**src/core/can_diag_pkg.sv**
```systemverilog
package can_diag_pkg;
    // timing base
    localparam int CLK_HZ     = 20_000_000;
    localparam int CLK_NS     = 1_000_000_000 / CLK_HZ;
    localparam int WIN_NS     = 1000;
    localparam int WIN_CYC    = WIN_NS / CLK_NS;
    localparam int TXTO_US    = 1000;
    localparam int TXTO_CYC   = (TXTO_US * 1000) / CLK_NS;
    localparam int TXREC_US   = 32;
    localparam int TXREC_CYC  = (TXREC_US * 1000 + CLK_NS - 1) / CLK_NS;
    localparam int WAKE_US    = 16;
    localparam int WAKE_CYC   = (WAKE_US * 1000 + CLK_NS - 1) / CLK_NS;
    // open wire counter
    localparam logic [2:0] OW_LIMIT = 3'h4;
    // register indices, byte address is four times the index
    localparam logic [2:0] IDX_RCR = 3'h1;
    localparam logic [2:0] IDX_CAN = 3'h2;
    localparam logic [2:0] IDX_IOR = 3'h3;
    // field positions
    localparam int RCR_TXF_BIT   = 1;
    localparam int RCR_WU_BIT    = 2;
    localparam int CAN_MODE_LSB  = 0;
    localparam int CAN_OWH_BIT   = 2;
    localparam int CAN_OWL_BIT   = 3;
    localparam int IOR_SEL_LSB   = 0;
    localparam int IOR_SHIFT_BIT = 2;
    // reset values
    localparam logic [1:0] CAN_MODE_RST = 2'h0;
    localparam logic [1:0] IOR_SEL_RST  = 2'h0;
    // system modes, driven by the mode logic
    localparam logic [2:0] SYS_NORMAL  = 3'h1;
    localparam logic [2:0] SYS_STANDBY = 3'h2;
    localparam logic [2:0] SYS_STOP    = 3'h3;
    localparam logic [2:0] SYS_SLEEP   = 3'h4;

    typedef enum logic [1:0] {
        CAN_TXRX   = 2'b00,
        CAN_RXONLY = 2'b01,
        CAN_TERM   = 2'b10
    } can_mode_t;

    typedef enum logic {
        TX_OK    = 1'b0,
        TX_STUCK = 1'b1
    } tx_state_t;
endpackage

```
**src/core/can_fault_diagnostics.sv**
```systemverilog
// The Avalon-MM register port and the register addresses were decided locally.
`timescale 1ns/1ns
module can_fault_diagnostics #(
    parameter int TXTO_CYCLES = can_diag_pkg::TXTO_CYC,
    parameter bit VARIANT_TWO = 1'b1
) (
    // clock and reset
    input  wire logic        clk,
    input  wire logic        srst,
    // avalon-mm slave
    input  wire logic [4:0]  avs_address,
    input  wire logic        avs_read,
    input  wire logic        avs_write,
    input  wire logic [31:0] avs_writedata,
    output logic      [31:0] avs_readdata,
    output logic             avs_waitrequest,
    // system mode
    input  wire logic [2:0]  sys_mode,
    // pins and comparators, asynchronous
    input  wire logic        tx_in,
    input  wire logic        diff_rx_in,
    input  wire logic        se_h_in,
    input  wire logic        se_l_in,
    input  wire logic        wake_h_in,
    input  wire logic        wake_l_in,
    input  wire logic [3:0]  gnd_below_in,
    // outputs
    output logic             rx_out,
    output logic             bus_drv_en,
    output logic             rx_path_en,
    output logic             int_pulse,
    output logic             nreq_pulse
);

    ////////////////////////////////////////////////////////////////////////
    // synchronisers: stage one is read only by stage two
    logic [9:0] sync1_ff;
    logic [9:0] sync2_ff;
    logic [9:0] prev_ff;

    always_ff @(posedge clk) begin
        if (srst) begin
            sync1_ff <= 10'h3c0;
            sync2_ff <= 10'h3c0;
            prev_ff  <= 10'h3c0;
        end else begin
            sync1_ff <= {tx_in, diff_rx_in, se_h_in, se_l_in,
                         wake_h_in, wake_l_in, gnd_below_in};
            sync2_ff <= sync1_ff;
            prev_ff  <= sync2_ff;
        end
    end

    logic       tx_s;
    logic       diff_s;
    logic       seh_s;
    logic       sel_s;
    logic       wake_dom;
    logic [3:0] gnd_s;
    logic       tx_fall;
    logic       diff_fall;

    assign tx_s      = sync2_ff[9];
    assign diff_s    = sync2_ff[8];
    assign seh_s     = sync2_ff[7];
    assign sel_s     = sync2_ff[6];
    assign wake_dom  = sync2_ff[5] | sync2_ff[4];
    assign gnd_s     = sync2_ff[3:0];
    assign tx_fall   = prev_ff[9] & ~tx_s;
    assign diff_fall = prev_ff[8] & ~diff_s;

    ////////////////////////////////////////////////////////////////////////
    // avalon slave, one wait state on every access
    logic [1:0] can_mode_ff;
    logic [1:0] gnd_sel_ff;
    logic       tx_stuck_flag_ff;
    logic       bus_wake_flag_ff;
    logic       shift_flag_ff;
    logic       ow_h_ff;
    logic       ow_l_ff;
    logic       wr_go;
    logic       rd_go;
    logic [2:0] idx;

    assign idx   = avs_address[4:2];
    assign wr_go = avs_write & ~avs_waitrequest;
    assign rd_go = avs_read & ~avs_waitrequest;

    always_ff @(posedge clk) begin
        if (srst)
            avs_waitrequest <= 1'b1;
        else if ((avs_read | avs_write) & avs_waitrequest)
            avs_waitrequest <= 1'b0;
        else
            avs_waitrequest <= 1'b1;
    end

    always_ff @(posedge clk) begin
        if (srst) begin
            avs_readdata <= 32'h0;
        end else if (avs_read & avs_waitrequest) begin
            case (idx)
                can_diag_pkg::IDX_RCR: begin
                    avs_readdata <= 32'h0;
                    avs_readdata[can_diag_pkg::RCR_TXF_BIT] <= tx_stuck_flag_ff;
                    avs_readdata[can_diag_pkg::RCR_WU_BIT]  <= bus_wake_flag_ff;
                end
                can_diag_pkg::IDX_CAN: begin
                    avs_readdata <= 32'h0;
                    avs_readdata[can_diag_pkg::CAN_MODE_LSB +: 2] <= can_mode_ff;
                    avs_readdata[can_diag_pkg::CAN_OWH_BIT] <= ow_h_ff;
                    avs_readdata[can_diag_pkg::CAN_OWL_BIT] <= ow_l_ff;
                end
                can_diag_pkg::IDX_IOR: begin
                    avs_readdata <= 32'h0;
                    avs_readdata[can_diag_pkg::IOR_SEL_LSB +: 2] <= gnd_sel_ff;
                    avs_readdata[can_diag_pkg::IOR_SHIFT_BIT] <= shift_flag_ff;
                end
                default: avs_readdata <= 32'h0;
            endcase
        end
    end

    always_ff @(posedge clk) begin
        if (srst) begin
            can_mode_ff <= can_diag_pkg::CAN_MODE_RST;
            gnd_sel_ff  <= can_diag_pkg::IOR_SEL_RST;
        end else if (wr_go) begin
            if (idx == can_diag_pkg::IDX_CAN)
                can_mode_ff <= avs_writedata[can_diag_pkg::CAN_MODE_LSB +: 2];
            if (idx == can_diag_pkg::IDX_IOR)
                gnd_sel_ff <= avs_writedata[can_diag_pkg::IOR_SEL_LSB +: 2];
        end
    end

    ////////////////////////////////////////////////////////////////////////
    // interface mode; low-power system modes force battery termination
    logic term;
    logic low_pwr;
    logic awake_mode;

    assign low_pwr    = (sys_mode == can_diag_pkg::SYS_SLEEP) |
                        (sys_mode == can_diag_pkg::SYS_STOP);
    assign term       = low_pwr | (can_mode_ff == can_diag_pkg::CAN_TERM);
    assign awake_mode = (sys_mode == can_diag_pkg::SYS_NORMAL) |
                        (sys_mode == can_diag_pkg::SYS_STANDBY);

    ////////////////////////////////////////////////////////////////////////
    // transmit stuck dominant
    can_diag_pkg::tx_state_t tx_state_ff;
    logic [15:0] tx_cnt_ff;

    always_ff @(posedge clk) begin
        if (srst) begin
            tx_state_ff <= can_diag_pkg::TX_OK;
            tx_cnt_ff   <= 16'h0;
        end else begin
            case (tx_state_ff)
                can_diag_pkg::TX_OK: begin
                    if (tx_s)
                        tx_cnt_ff <= 16'h0;
                    else if (tx_cnt_ff == 16'(TXTO_CYCLES - 1)) begin
                        tx_state_ff <= can_diag_pkg::TX_STUCK;
                        tx_cnt_ff   <= 16'h0;
                    end else
                        tx_cnt_ff <= tx_cnt_ff + 16'h1;
                end
                can_diag_pkg::TX_STUCK: begin
                    if (!tx_s)
                        tx_cnt_ff <= 16'h0;
                    else if (tx_cnt_ff == 16'(can_diag_pkg::TXREC_CYC - 1)) begin
                        tx_state_ff <= can_diag_pkg::TX_OK;
                        tx_cnt_ff   <= 16'h0;
                    end else
                        tx_cnt_ff <= tx_cnt_ff + 16'h1;
                end
                default: begin
                    tx_state_ff <= can_diag_pkg::TX_OK;
                    tx_cnt_ff   <= 16'h0;
                end
            endcase
        end
    end

    logic tx_stuck_set;
    assign tx_stuck_set = (tx_state_ff == can_diag_pkg::TX_OK) & ~tx_s &
                          (tx_cnt_ff == 16'(TXTO_CYCLES - 1));

    logic rcr_read;
    assign rcr_read = rd_go & (idx == can_diag_pkg::IDX_RCR);

    // flags clear on read; a set in the same cycle wins
    always_ff @(posedge clk) begin
        if (srst)
            tx_stuck_flag_ff <= 1'b0;
        else if (tx_stuck_set)
            tx_stuck_flag_ff <= 1'b1;
        else if (rcr_read)
            tx_stuck_flag_ff <= 1'b0;
    end

    ////////////////////////////////////////////////////////////////////////
    // open wire: sample window after each recessive-to-dominant switch
    logic [4:0] win_cnt_ff;
    logic       win_act_ff;
    logic       win_end;
    logic [2:0] ow_cnt_h_ff;
    logic [2:0] ow_cnt_l_ff;

    assign win_end = win_act_ff & (win_cnt_ff == 5'(can_diag_pkg::WIN_CYC - 1));

    // own transmission aborts the window; only foreign frames count
    always_ff @(posedge clk) begin
        if (srst) begin
            win_act_ff <= 1'b0;
            win_cnt_ff <= 5'h0;
        end else if (term | ~tx_s) begin
            win_act_ff <= 1'b0;
            win_cnt_ff <= 5'h0;
        end else if (diff_fall & ~win_act_ff) begin
            win_act_ff <= 1'b1;
            win_cnt_ff <= 5'h0;
        end else if (win_end) begin
            win_act_ff <= 1'b0;
        end else if (win_act_ff) begin
            win_cnt_ff <= win_cnt_ff + 5'h1;
        end
    end

    function automatic logic [3:0] ow_next(input logic [2:0] cnt, input logic ow, input logic dom);
        logic [2:0] c;
        logic       o;
        c = cnt;
        o = ow;
        if (!ow) begin
            if (!dom) begin
                c = cnt + 3'h1;
                if (c == can_diag_pkg::OW_LIMIT)
                    o = 1'b1;
            end else if (cnt != 3'h0)
                c = cnt - 3'h1;
        end else if (dom) begin
            c = cnt - 3'h1;
            if (c == 3'h0)
                o = 1'b0;
        end else if (VARIANT_TWO && cnt != can_diag_pkg::OW_LIMIT)
            c = cnt + 3'h1;
        return {o, c};
    endfunction

    // a recessive sample on a wire is a detection pulse, dominant a recovery
    always_ff @(posedge clk) begin
        if (srst) begin
            {ow_h_ff, ow_cnt_h_ff} <= 4'h0;
            {ow_l_ff, ow_cnt_l_ff} <= 4'h0;
        end else if (win_end & tx_s & ~term) begin
            {ow_h_ff, ow_cnt_h_ff} <= ow_next(ow_cnt_h_ff, ow_h_ff, seh_s);
            {ow_l_ff, ow_cnt_l_ff} <= ow_next(ow_cnt_l_ff, ow_l_ff, sel_s);
        end
    end

    ////////////////////////////////////////////////////////////////////////
    // wake filter on the bus wake comparators
    logic [8:0] wake_cnt_ff;
    logic       wake_filt_ff;
    logic       wake_evt;

    always_ff @(posedge clk) begin
        if (srst) begin
            wake_cnt_ff  <= 9'h0;
            wake_filt_ff <= 1'b0;
        end else if (!term || !wake_dom) begin
            wake_cnt_ff  <= 9'h0;
            wake_filt_ff <= 1'b0;
        end else if (wake_cnt_ff == 9'(can_diag_pkg::WAKE_CYC - 1)) begin
            wake_filt_ff <= 1'b1;
        end else begin
            wake_cnt_ff <= wake_cnt_ff + 9'h1;
        end
    end

    assign wake_evt = term & wake_dom & ~wake_filt_ff &
                      (wake_cnt_ff == 9'(can_diag_pkg::WAKE_CYC - 1));

    always_ff @(posedge clk) begin
        if (srst)
            bus_wake_flag_ff <= 1'b0;
        else if (wake_evt & low_pwr)
            bus_wake_flag_ff <= 1'b1;
        else if (rcr_read)
            bus_wake_flag_ff <= 1'b0;
    end

    always_ff @(posedge clk) begin
        if (srst) begin
            nreq_pulse <= 1'b0;
            int_pulse  <= 1'b0;
        end else begin
            nreq_pulse <= wake_evt & (sys_mode == can_diag_pkg::SYS_SLEEP);
            int_pulse  <= wake_evt & (sys_mode == can_diag_pkg::SYS_STOP);
        end
    end

    ////////////////////////////////////////////////////////////////////////
    // ground shift, sampled raw on every transmit falling edge
    logic ior_read;
    assign ior_read = rd_go & (idx == can_diag_pkg::IDX_IOR);

    // single trials are noisy; software is expected to repeat them
    always_ff @(posedge clk) begin
        if (srst)
            shift_flag_ff <= 1'b0;
        else if (tx_fall & gnd_s[gnd_sel_ff])
            shift_flag_ff <= 1'b1;
        else if (ior_read)
            shift_flag_ff <= 1'b0;
    end

    ////////////////////////////////////////////////////////////////////////
    // pin side; open wire state deliberately feeds none of this
    always_ff @(posedge clk) begin
        if (srst) begin
            bus_drv_en <= 1'b0;
            rx_path_en <= 1'b0;
            rx_out     <= 1'b1;
        end else begin
            bus_drv_en <= ~term & (can_mode_ff == can_diag_pkg::CAN_TXRX) &
                          (tx_state_ff == can_diag_pkg::TX_OK);
            rx_path_en <= ~term;
            if (!term)
                rx_out <= diff_s;
            else if (VARIANT_TWO && awake_mode)
                rx_out <= ~wake_filt_ff;
            else
                rx_out <= 1'b1;
        end
    end

    ////////////////////////////////////////////////////////////////////////
    // checks
    a_open_wire_no_effect: assert property (@(posedge clk) disable iff (srst)
        $rose(ow_h_ff) |-> $stable(bus_drv_en) && $stable(rx_path_en))
        else $error("open wire changed a path enable");
    a_window_length: assert property (@(posedge clk) disable iff (srst)
        $rose(win_act_ff) && tx_s && !term |-> (win_act_ff && tx_s && !term) [*8] ##12 win_end)
        else $error("sample window not 1 us");
    a_count_suspended: assert property (@(posedge clk) disable iff (srst)
        !tx_s |=> $stable(ow_cnt_h_ff) && $stable(ow_cnt_l_ff))
        else $error("counter moved while transmitting");
    a_detect_at_four: assert property (@(posedge clk) disable iff (srst)
        $rose(ow_h_ff) |-> ow_cnt_h_ff == 3'h4 && $past(ow_cnt_h_ff) == 3'h3)
        else $error("open wire not declared at 4");
    a_recover_at_zero: assert property (@(posedge clk) disable iff (srst)
        $fell(ow_l_ff) |-> ow_cnt_l_ff == 3'h0)
        else $error("recovery before zero");
    a_stuck_drivers_off: assert property (@(posedge clk) disable iff (srst)
        tx_stuck_set |=> tx_stuck_flag_ff ##1 !bus_drv_en)
        else $error("stuck transmit did not disable drivers");
    a_stuck_recovery: assert property (@(posedge clk) disable iff (srst)
        $fell(tx_state_ff) |-> $past(tx_s) && tx_cnt_ff == 16'h0)
        else $error("stuck cleared without recessive time");

    a_rx_follows_wake: assert property (@(posedge clk) disable iff (srst)
        term && awake_mode && wake_filt_ff |=> !rx_out || !term || !awake_mode)
        else $error("receive not low for filtered dominant");

    a_sleep_wake: assert property (@(posedge clk) disable iff (srst)
        wake_evt && sys_mode == can_diag_pkg::SYS_SLEEP |=> nreq_pulse && bus_wake_flag_ff ##1 !nreq_pulse)
        else $error("sleep wake not handled");

    a_shift_sets: assert property (@(posedge clk) disable iff (srst)
        tx_fall && gnd_s[gnd_sel_ff] |=> shift_flag_ff)
        else $error("ground shift flag not set");

endmodule // can_fault_diagnostics

```
**config.mk**
```make
export PLATFORM = sky130hd
export DESIGN_NAME = can_fault_diagnostics
export DESIGN_NICKNAME = d
export VERILOG_FILES = /design/src/core/can_diag_pkg.sv /design/src/core/can_fault_diagnostics.sv
export SDC_FILE = /design/constraint.sdc
export NUM_CORES = 1
export LEC_CHECK = 0
export BUFFER_PORTS_ARGS = -buffer_cell sky130_fd_sc_hd__buf_2
export CAP_MARGIN = 10
export CORE_MARGIN = 4
export CORE_UTILIZATION = 45
export DETAILED_ROUTE_END_ITERATION = 7
export HOLD_SLACK_MARGIN = 0.05
export MAX_ROUTING_LAYER = met4
export PLACE_DENSITY_LB_ADDON = 0.3
export RECOVER_POWER = 100
export SETUP_SLACK_MARGIN = 0.4
export SLEW_MARGIN = 20
export SYNTH_ARGS = -nofsm -noshare
export SYNTH_HDL_FRONTEND = slang
export SYNTH_SLANG_ARGS = --single-unit
```
**constraint.sdc**
```tcl
create_clock -name clk -period 1.85 [get_ports clk]
set_input_delay 0.185 -clock clk [delete_from_list [all_inputs] [get_ports clk]]
set_output_delay 0.185 -clock clk [all_outputs]
set_load 0.01 [all_outputs]
```
* After elaboration in Yosys (flattened, before gate mapping)
Cells that the tools add are included.
** Storage, ports and cells
- Bits in registers :: 116
- Output and inout port bits :: 38
- Word-level logic and storage cells :: 153
** Cells by class
- Add/sub/neg operators :: 7
- $lt $le $gt $ge :: 1
- Equality and inequality tests :: 20
- Multiplexer cells :: 43
- Bitwise operators :: 37
- Reduce and logical (&&, ||, !) cells :: 20
** Operators by type and width (count)
- 16-bit two-way mux :: 4
- 16-bit one-hot mux with 2 select lines :: 1
- 3-bit two-way mux :: 10
- 1-bit two-way mux :: 25
- 1-bit bitwise AND :: 23
- 16-bit by 1-bit adder with 16-bit output, second input constant :: 1
- 16-bit by 10-bit == test with 1-bit output, second input constant :: 1
- 16-bit by 15-bit == test with 1-bit output, second input constant :: 1
- 3-bit by 2-bit == test with 1-bit output, second input constant :: 4
- 4-bit one-hot mux with 3 select lines :: 1
- 9-bit by 1-bit adder with 9-bit output, second input constant :: 1
- 3-bit == test, second input constant :: 3
- 9-bit == test, second input constant :: 1
- 1-bit NOT :: 8
- 2-bit nonzero test :: 4
- 3-bit by 1-bit adder with 3-bit output, second input constant :: 2
- 3-bit by 1-bit == test with 1-bit output, second input constant :: 2
- 3-bit logical NOT :: 2
- 3-bit by 1-bit != test with 1-bit output, second input constant :: 2
- 3-bit by 2-bit != test with 1-bit output, second input constant :: 2
- 3-bit != test, second input constant :: 2
- 1-bit OR :: 6
- 2-bit AND reduction :: 3
- 3-bit AND reduction :: 2
- other kinds (13) :: 17

* Logic depth before layout (Yosys ltp)
- Word-level depth :: 8
- Mapped depth :: 7
- Gate-level depth less buffers :: 5

* Worst setup path before layout
No wires, ideal clock.
- Path type :: register -> register
- Start point :: reg win_cnt_ff[0]
- End point :: reg ow_cnt_h_ff[0]
- Setup time :: 0.123 ns
- Arrival time :: 1.509 ns
- Required time :: 1.727 ns
- Slack :: 0.217 ns
- Cell stages (with the launch flop) :: 6
- Path buffers :: 0
- Period minus slack after synthesis :: 1.633 ns
- Cells stage by stage :: dfxtp_1 ha_1 nand4bb_4 nor3b_4 nand3_1 mux2_1
** On the way
- Word-level cells in the longest chain between the ends :: 5
** Ends and longest elaborated chain
- start: declaration :: RTL line can_fault_diagnostics.sv:204 : logic [4:0] win_cnt_ff;
- start signal: assignment :: RTL line can_fault_diagnostics.sv:226 : win_cnt_ff <= win_cnt_ff + 5'h1;
- 5-bit == test :: RTL line can_fault_diagnostics.sv:210 : assign win_end = win_act_ff & (win_cnt_ff == 5'(can_diag_pkg::WIN_CYC - 1));
- 1-bit bitwise AND :: RTL line can_fault_diagnostics.sv:210
- 1-bit bitwise AND (2 in series) :: RTL line can_fault_diagnostics.sv:256 : end else if (win_end & tx_s & ~term) begin
- 3-bit AND reduction (no line)
- end signal: assignment :: RTL line can_fault_diagnostics.sv:257 : {ow_h_ff, ow_cnt_h_ff} <= ow_next(ow_cnt_h_ff, ow_h_ff, seh_s);
- end: declaration :: RTL line can_fault_diagnostics.sv:207 : logic [2:0] ow_cnt_h_ff;
No other way between the ends.
A chain may end at the register's enable or synchronous reset.

* Worst setup path in the final report
- Start point :: reg win_cnt_ff[1]
- End point :: reg ow_cnt_l_ff[2]
** On the way
- Word-level cells in the longest chain between the ends :: 5
** Ends and longest elaborated chain
- 5-bit == test :: RTL line can_fault_diagnostics.sv:210
- 1-bit bitwise AND :: RTL line can_fault_diagnostics.sv:210
- 1-bit bitwise AND (2 in series) :: RTL line can_fault_diagnostics.sv:256
- 3-bit AND reduction (no line)
- end signal: assignment :: RTL line can_fault_diagnostics.sv:258 : {ow_l_ff, ow_cnt_l_ff} <= ow_next(ow_cnt_l_ff, ow_l_ff, sel_s);
- end: declaration :: RTL line can_fault_diagnostics.sv:208 : logic [2:0] ow_cnt_l_ff;
No other way between the ends.

==> impl_results.md <==
- Run status: complete, no violations
- Sink Count: 80
- Die Footprint: ~9900 um2
- Vias: about 3000
- Cells after Synth: 396
- DRC Markers: 0
- Initial drt markers: 110
- Fin cells: 570
- Distinct cell type count after synthesis: 59
- Post-synth EDFFs: 0
- Crit. End Element: flip-flop
- Share of layout cells above drive strength 1: 0.267
- Clock Skews: between 0.01 and 0.015 ns
- CP max FO: 6
- Die width: between 90 and 100 um
- First-pass detailed-route iteration total: 4
- Longest Clk Path Bufs: 2
- Clk slew on worst S/H paths: roughly 0.08 ns
- #FFs+latches synth: 80
- Synth warn: 0
- Routed Antenna Nets: 0
- WL/cell: around 14 um
- Period utilization: 0.891
- Initial Utilization: 0.462
- TritonCTS clock tree: yes
- Yosys top cell area share: 0.424
- Worst Hold Class: input pin to flip-flop
- Hold path start: avs_write
- Cell chosen for the clock root: clkbuf_8
- Setup TNS: 0 ns
- RR Startpoint: win_cnt_ff[1]$_SDFFE_PP0P_
- Setup slack, reg-to-reg: between 0.2 and 0.25 ns
- Clk_lat worst skew: roughly 0.34 ns
- Avg Inst Size Synth: 9.54 um2
- Area leader, netlist: dfxtp_1
- Slew Limit Fails: 0
- Gp weighted congestion: roughly 0.85
- Final setup fails: 0
- Htree depth: 3
- Slew headroom: 0.399
- Worst Path Class, Setup: flip-flop to flip-flop
- Hpwl dp: roughly 5000 um
- Reg-to-Reg End: ow_cnt_l_ff[2]$_SDFFE_PP0P_
- Fill cells: approximately 740
- Die Y-Extent: roughly 100 um
- Hold EP: avs_waitrequest$_SDFF_PP1_
- Leak pwr: 1.67 nW
- Final Hold Viols: 0
- Core area: 8180 um2
- RSZ-0062 raised after global routing: yes
- Placed cells: around 520
- Tmin final: around 1.6 ns
- Num CTS Buffers: 9
- Worst slack at placement: 0.208 ns
- Most common cell in the netlist: dfxtp_1
- Register area share after synthesis: 0.424
- Mapped Area: 3780 um2
- Synth area leaders: dfxtp_1 42%, buf_4 5.6%, ha_1 4.3%, nor2_1 3.8%, xnor2_1 3.7%
- Row count: 33
- WP data required: 2.08 ns
- Net count reported at finish: 529
- Total routing usage reported by global routing: 0.160
- Hold depth: 2
- Critical path launch point type: flip-flop
- Via-per-instance ratio: approximately 5.2
- Ys async rst share: 0
- Final wirelength: just under 8000 um
- Largest net degree at the start of global routing: 48
- Vias in the first global route: between 2000 and 3000
- # diodes: 0
- Area growth, synth to finish: 22.9%
- Fmax: between 600 and 700 MHz
- GRT overflow: 0
- Worst Path Arrival: 1.87 ns
- Worst Max-Slew Pin Slew: about 0.90 ns
- P per Cell Area: 716 nW/um2
- Maxcap violations: 0
- R2R cell count: 6
- First-pass GRT wire length: between 10000 and 15000 um
- Initial antenna violation count: 0
- Top_reg_cell synth: dfxtp_1
- Worst setup margin: roughly 0.20 ns
- Io pins: 92
- Synth top cells by count: 80 x dfxtp_1, 38 x nor2_1, 28 x buf_4
- IO buf count: 31
- Worst vdd ir: between 0.4 and 0.5 mV
==> cell usage in the layout (no fill, tap or decap), drive strengths merged, types with 13 or more instances in the layout <==
cell type	synthesis	layout
dfxtp	80	80
buf	36	41
nor2	38	38
conb	1	28
clkbuf	5	28
a21oi	21	21
nand3	17	19
xnor2	16	16
nand2	16	16
nor2b	15	15
ha	13	13
==> power breakdown <==
part	total [mW]	switching (mW)	leakage, nW	internal, mW
Combinational	0.192	0.117	0.913	0.0745
Clock	1.37	0.588	0.101	0.783
Sequential	1.76	0.0157	0.659	1.74
Total	3.32	0.721	1.67	2.60
==> layout make-up <==
cell class / instances / area [um2] / share of cell area
Inverter: 8 / 30.0 / 0.00647
Timing Repair Buffer: 67 / 435 / 0.0938
Sequential cell: 80 / 1630 / 0.352
Clock inverter: 3 / 67.6 / 0.0146
Clock buffer: 11 / 141 / 0.0305
Multi-Input combinational cell: 296 / 2200 / 0.475
Tap cell: 105 / 131 / 0.0283
==> flip-flops by register name, indices dropped and copies added, names as in the netlist, 3 cells and up <==
| signal | cells |
|---|---|
| sync2_ff | 10 |
| win_cnt_ff | 5 |
| avs_readdata | 4 |
| sync1_ff | 10 |
| ow_cnt_l_ff | 3 |
| tx_cnt_ff | 16 |
| ow_cnt_h_ff | 3 |
| wake_cnt_ff | 9 |
==> stage by stage <==
step           instance area (um2)  utilization  total power, mW  hold WS, ns
2_1_floorplan                 3940            -             1.97        0.289
3_3_place_gp                  3970        0.485             1.97        0.367
3_5_place_dp                  3970        0.485             1.98        0.372
4_1_cts                       4550        0.557             3.36       0.0546
5_1_grt                       4640        0.568             3.45       0.0608
6_report                      4640        0.568             3.32       0.0627
==> routing by layer <==
layer  share of wire  track usage
met1            0.44        0.198
met2            0.49        0.257
met4           0.016       0.0452
met5               0            -
met3           0.059       0.0456
==> critical path: stages (launching register included) <==
cell,delay [ns]
dfxtp_1,0.34
ha_1,0.22
nand4bb_4,0.15
nor3b_4,0.20
buf_6,0.16
nand4_1,0.13
mux2_4,0.34
==> repair_timing <==
item / CTS / global route
cloned: 0 / 2
setup endpoints to repair: 34 / 32
setup buffers: 16 / 8
hold buffers: 8 / 1
resized for setup: 38 / 34
pin swaps: 12 / 18
endpoints found under the hold margin: 8 / 1
==> logic make-up (layout without fill, tap and decap cells) <==
kind of cell / after synthesis / count (layout) / synth area share
other: 1 / 28 / 0.000993
buffers and inverters: 49 / 89 / 0.0802
DFF: 80 / 80 / 0.424
xor gates and xnor gates: 28 / 28 / 0.0649
AOI/OAI and AO/OA: 47 / 47 / 0.0848
and+or+nand+nor: 163 / 165 / 0.256
adders and majority gates: 13 / 13 / 0.0431
muxes: 15 / 15 / 0.0457
==> worst max-delay path by stage <==
stage	start	endpoint	slack [ns]	depth (start not counted)
final	win_cnt_ff[1]$_SDFFE_PP0P_	ow_cnt_l_ff[2]$_SDFFE_PP0P_	0.20	6
after detailed placement	win_cnt_ff[0]$_SDFFE_PP0P_	ow_cnt_h_ff[0]$_SDFFE_PP0P_	0.21	5
after CTS	win_cnt_ff[0]$_SDFFE_PP0P_	ow_cnt_l_ff[2]$_SDFFE_PP0P_	0.26	6
after global placement	win_cnt_ff[0]$_SDFFE_PP0P_	ow_cnt_h_ff[0]$_SDFFE_PP0P_	0.23	5
after global routing	tx_cnt_ff[0]$_SDFF_PP0_	tx_cnt_ff[15]$_SDFF_PP0_	0.11	5
after floorplan	win_cnt_ff[1]$_SDFFE_PP0P_	ow_cnt_h_ff[0]$_SDFFE_PP0P_	0.33	5
Note: power is estimated with default switching activity, not from simulation.
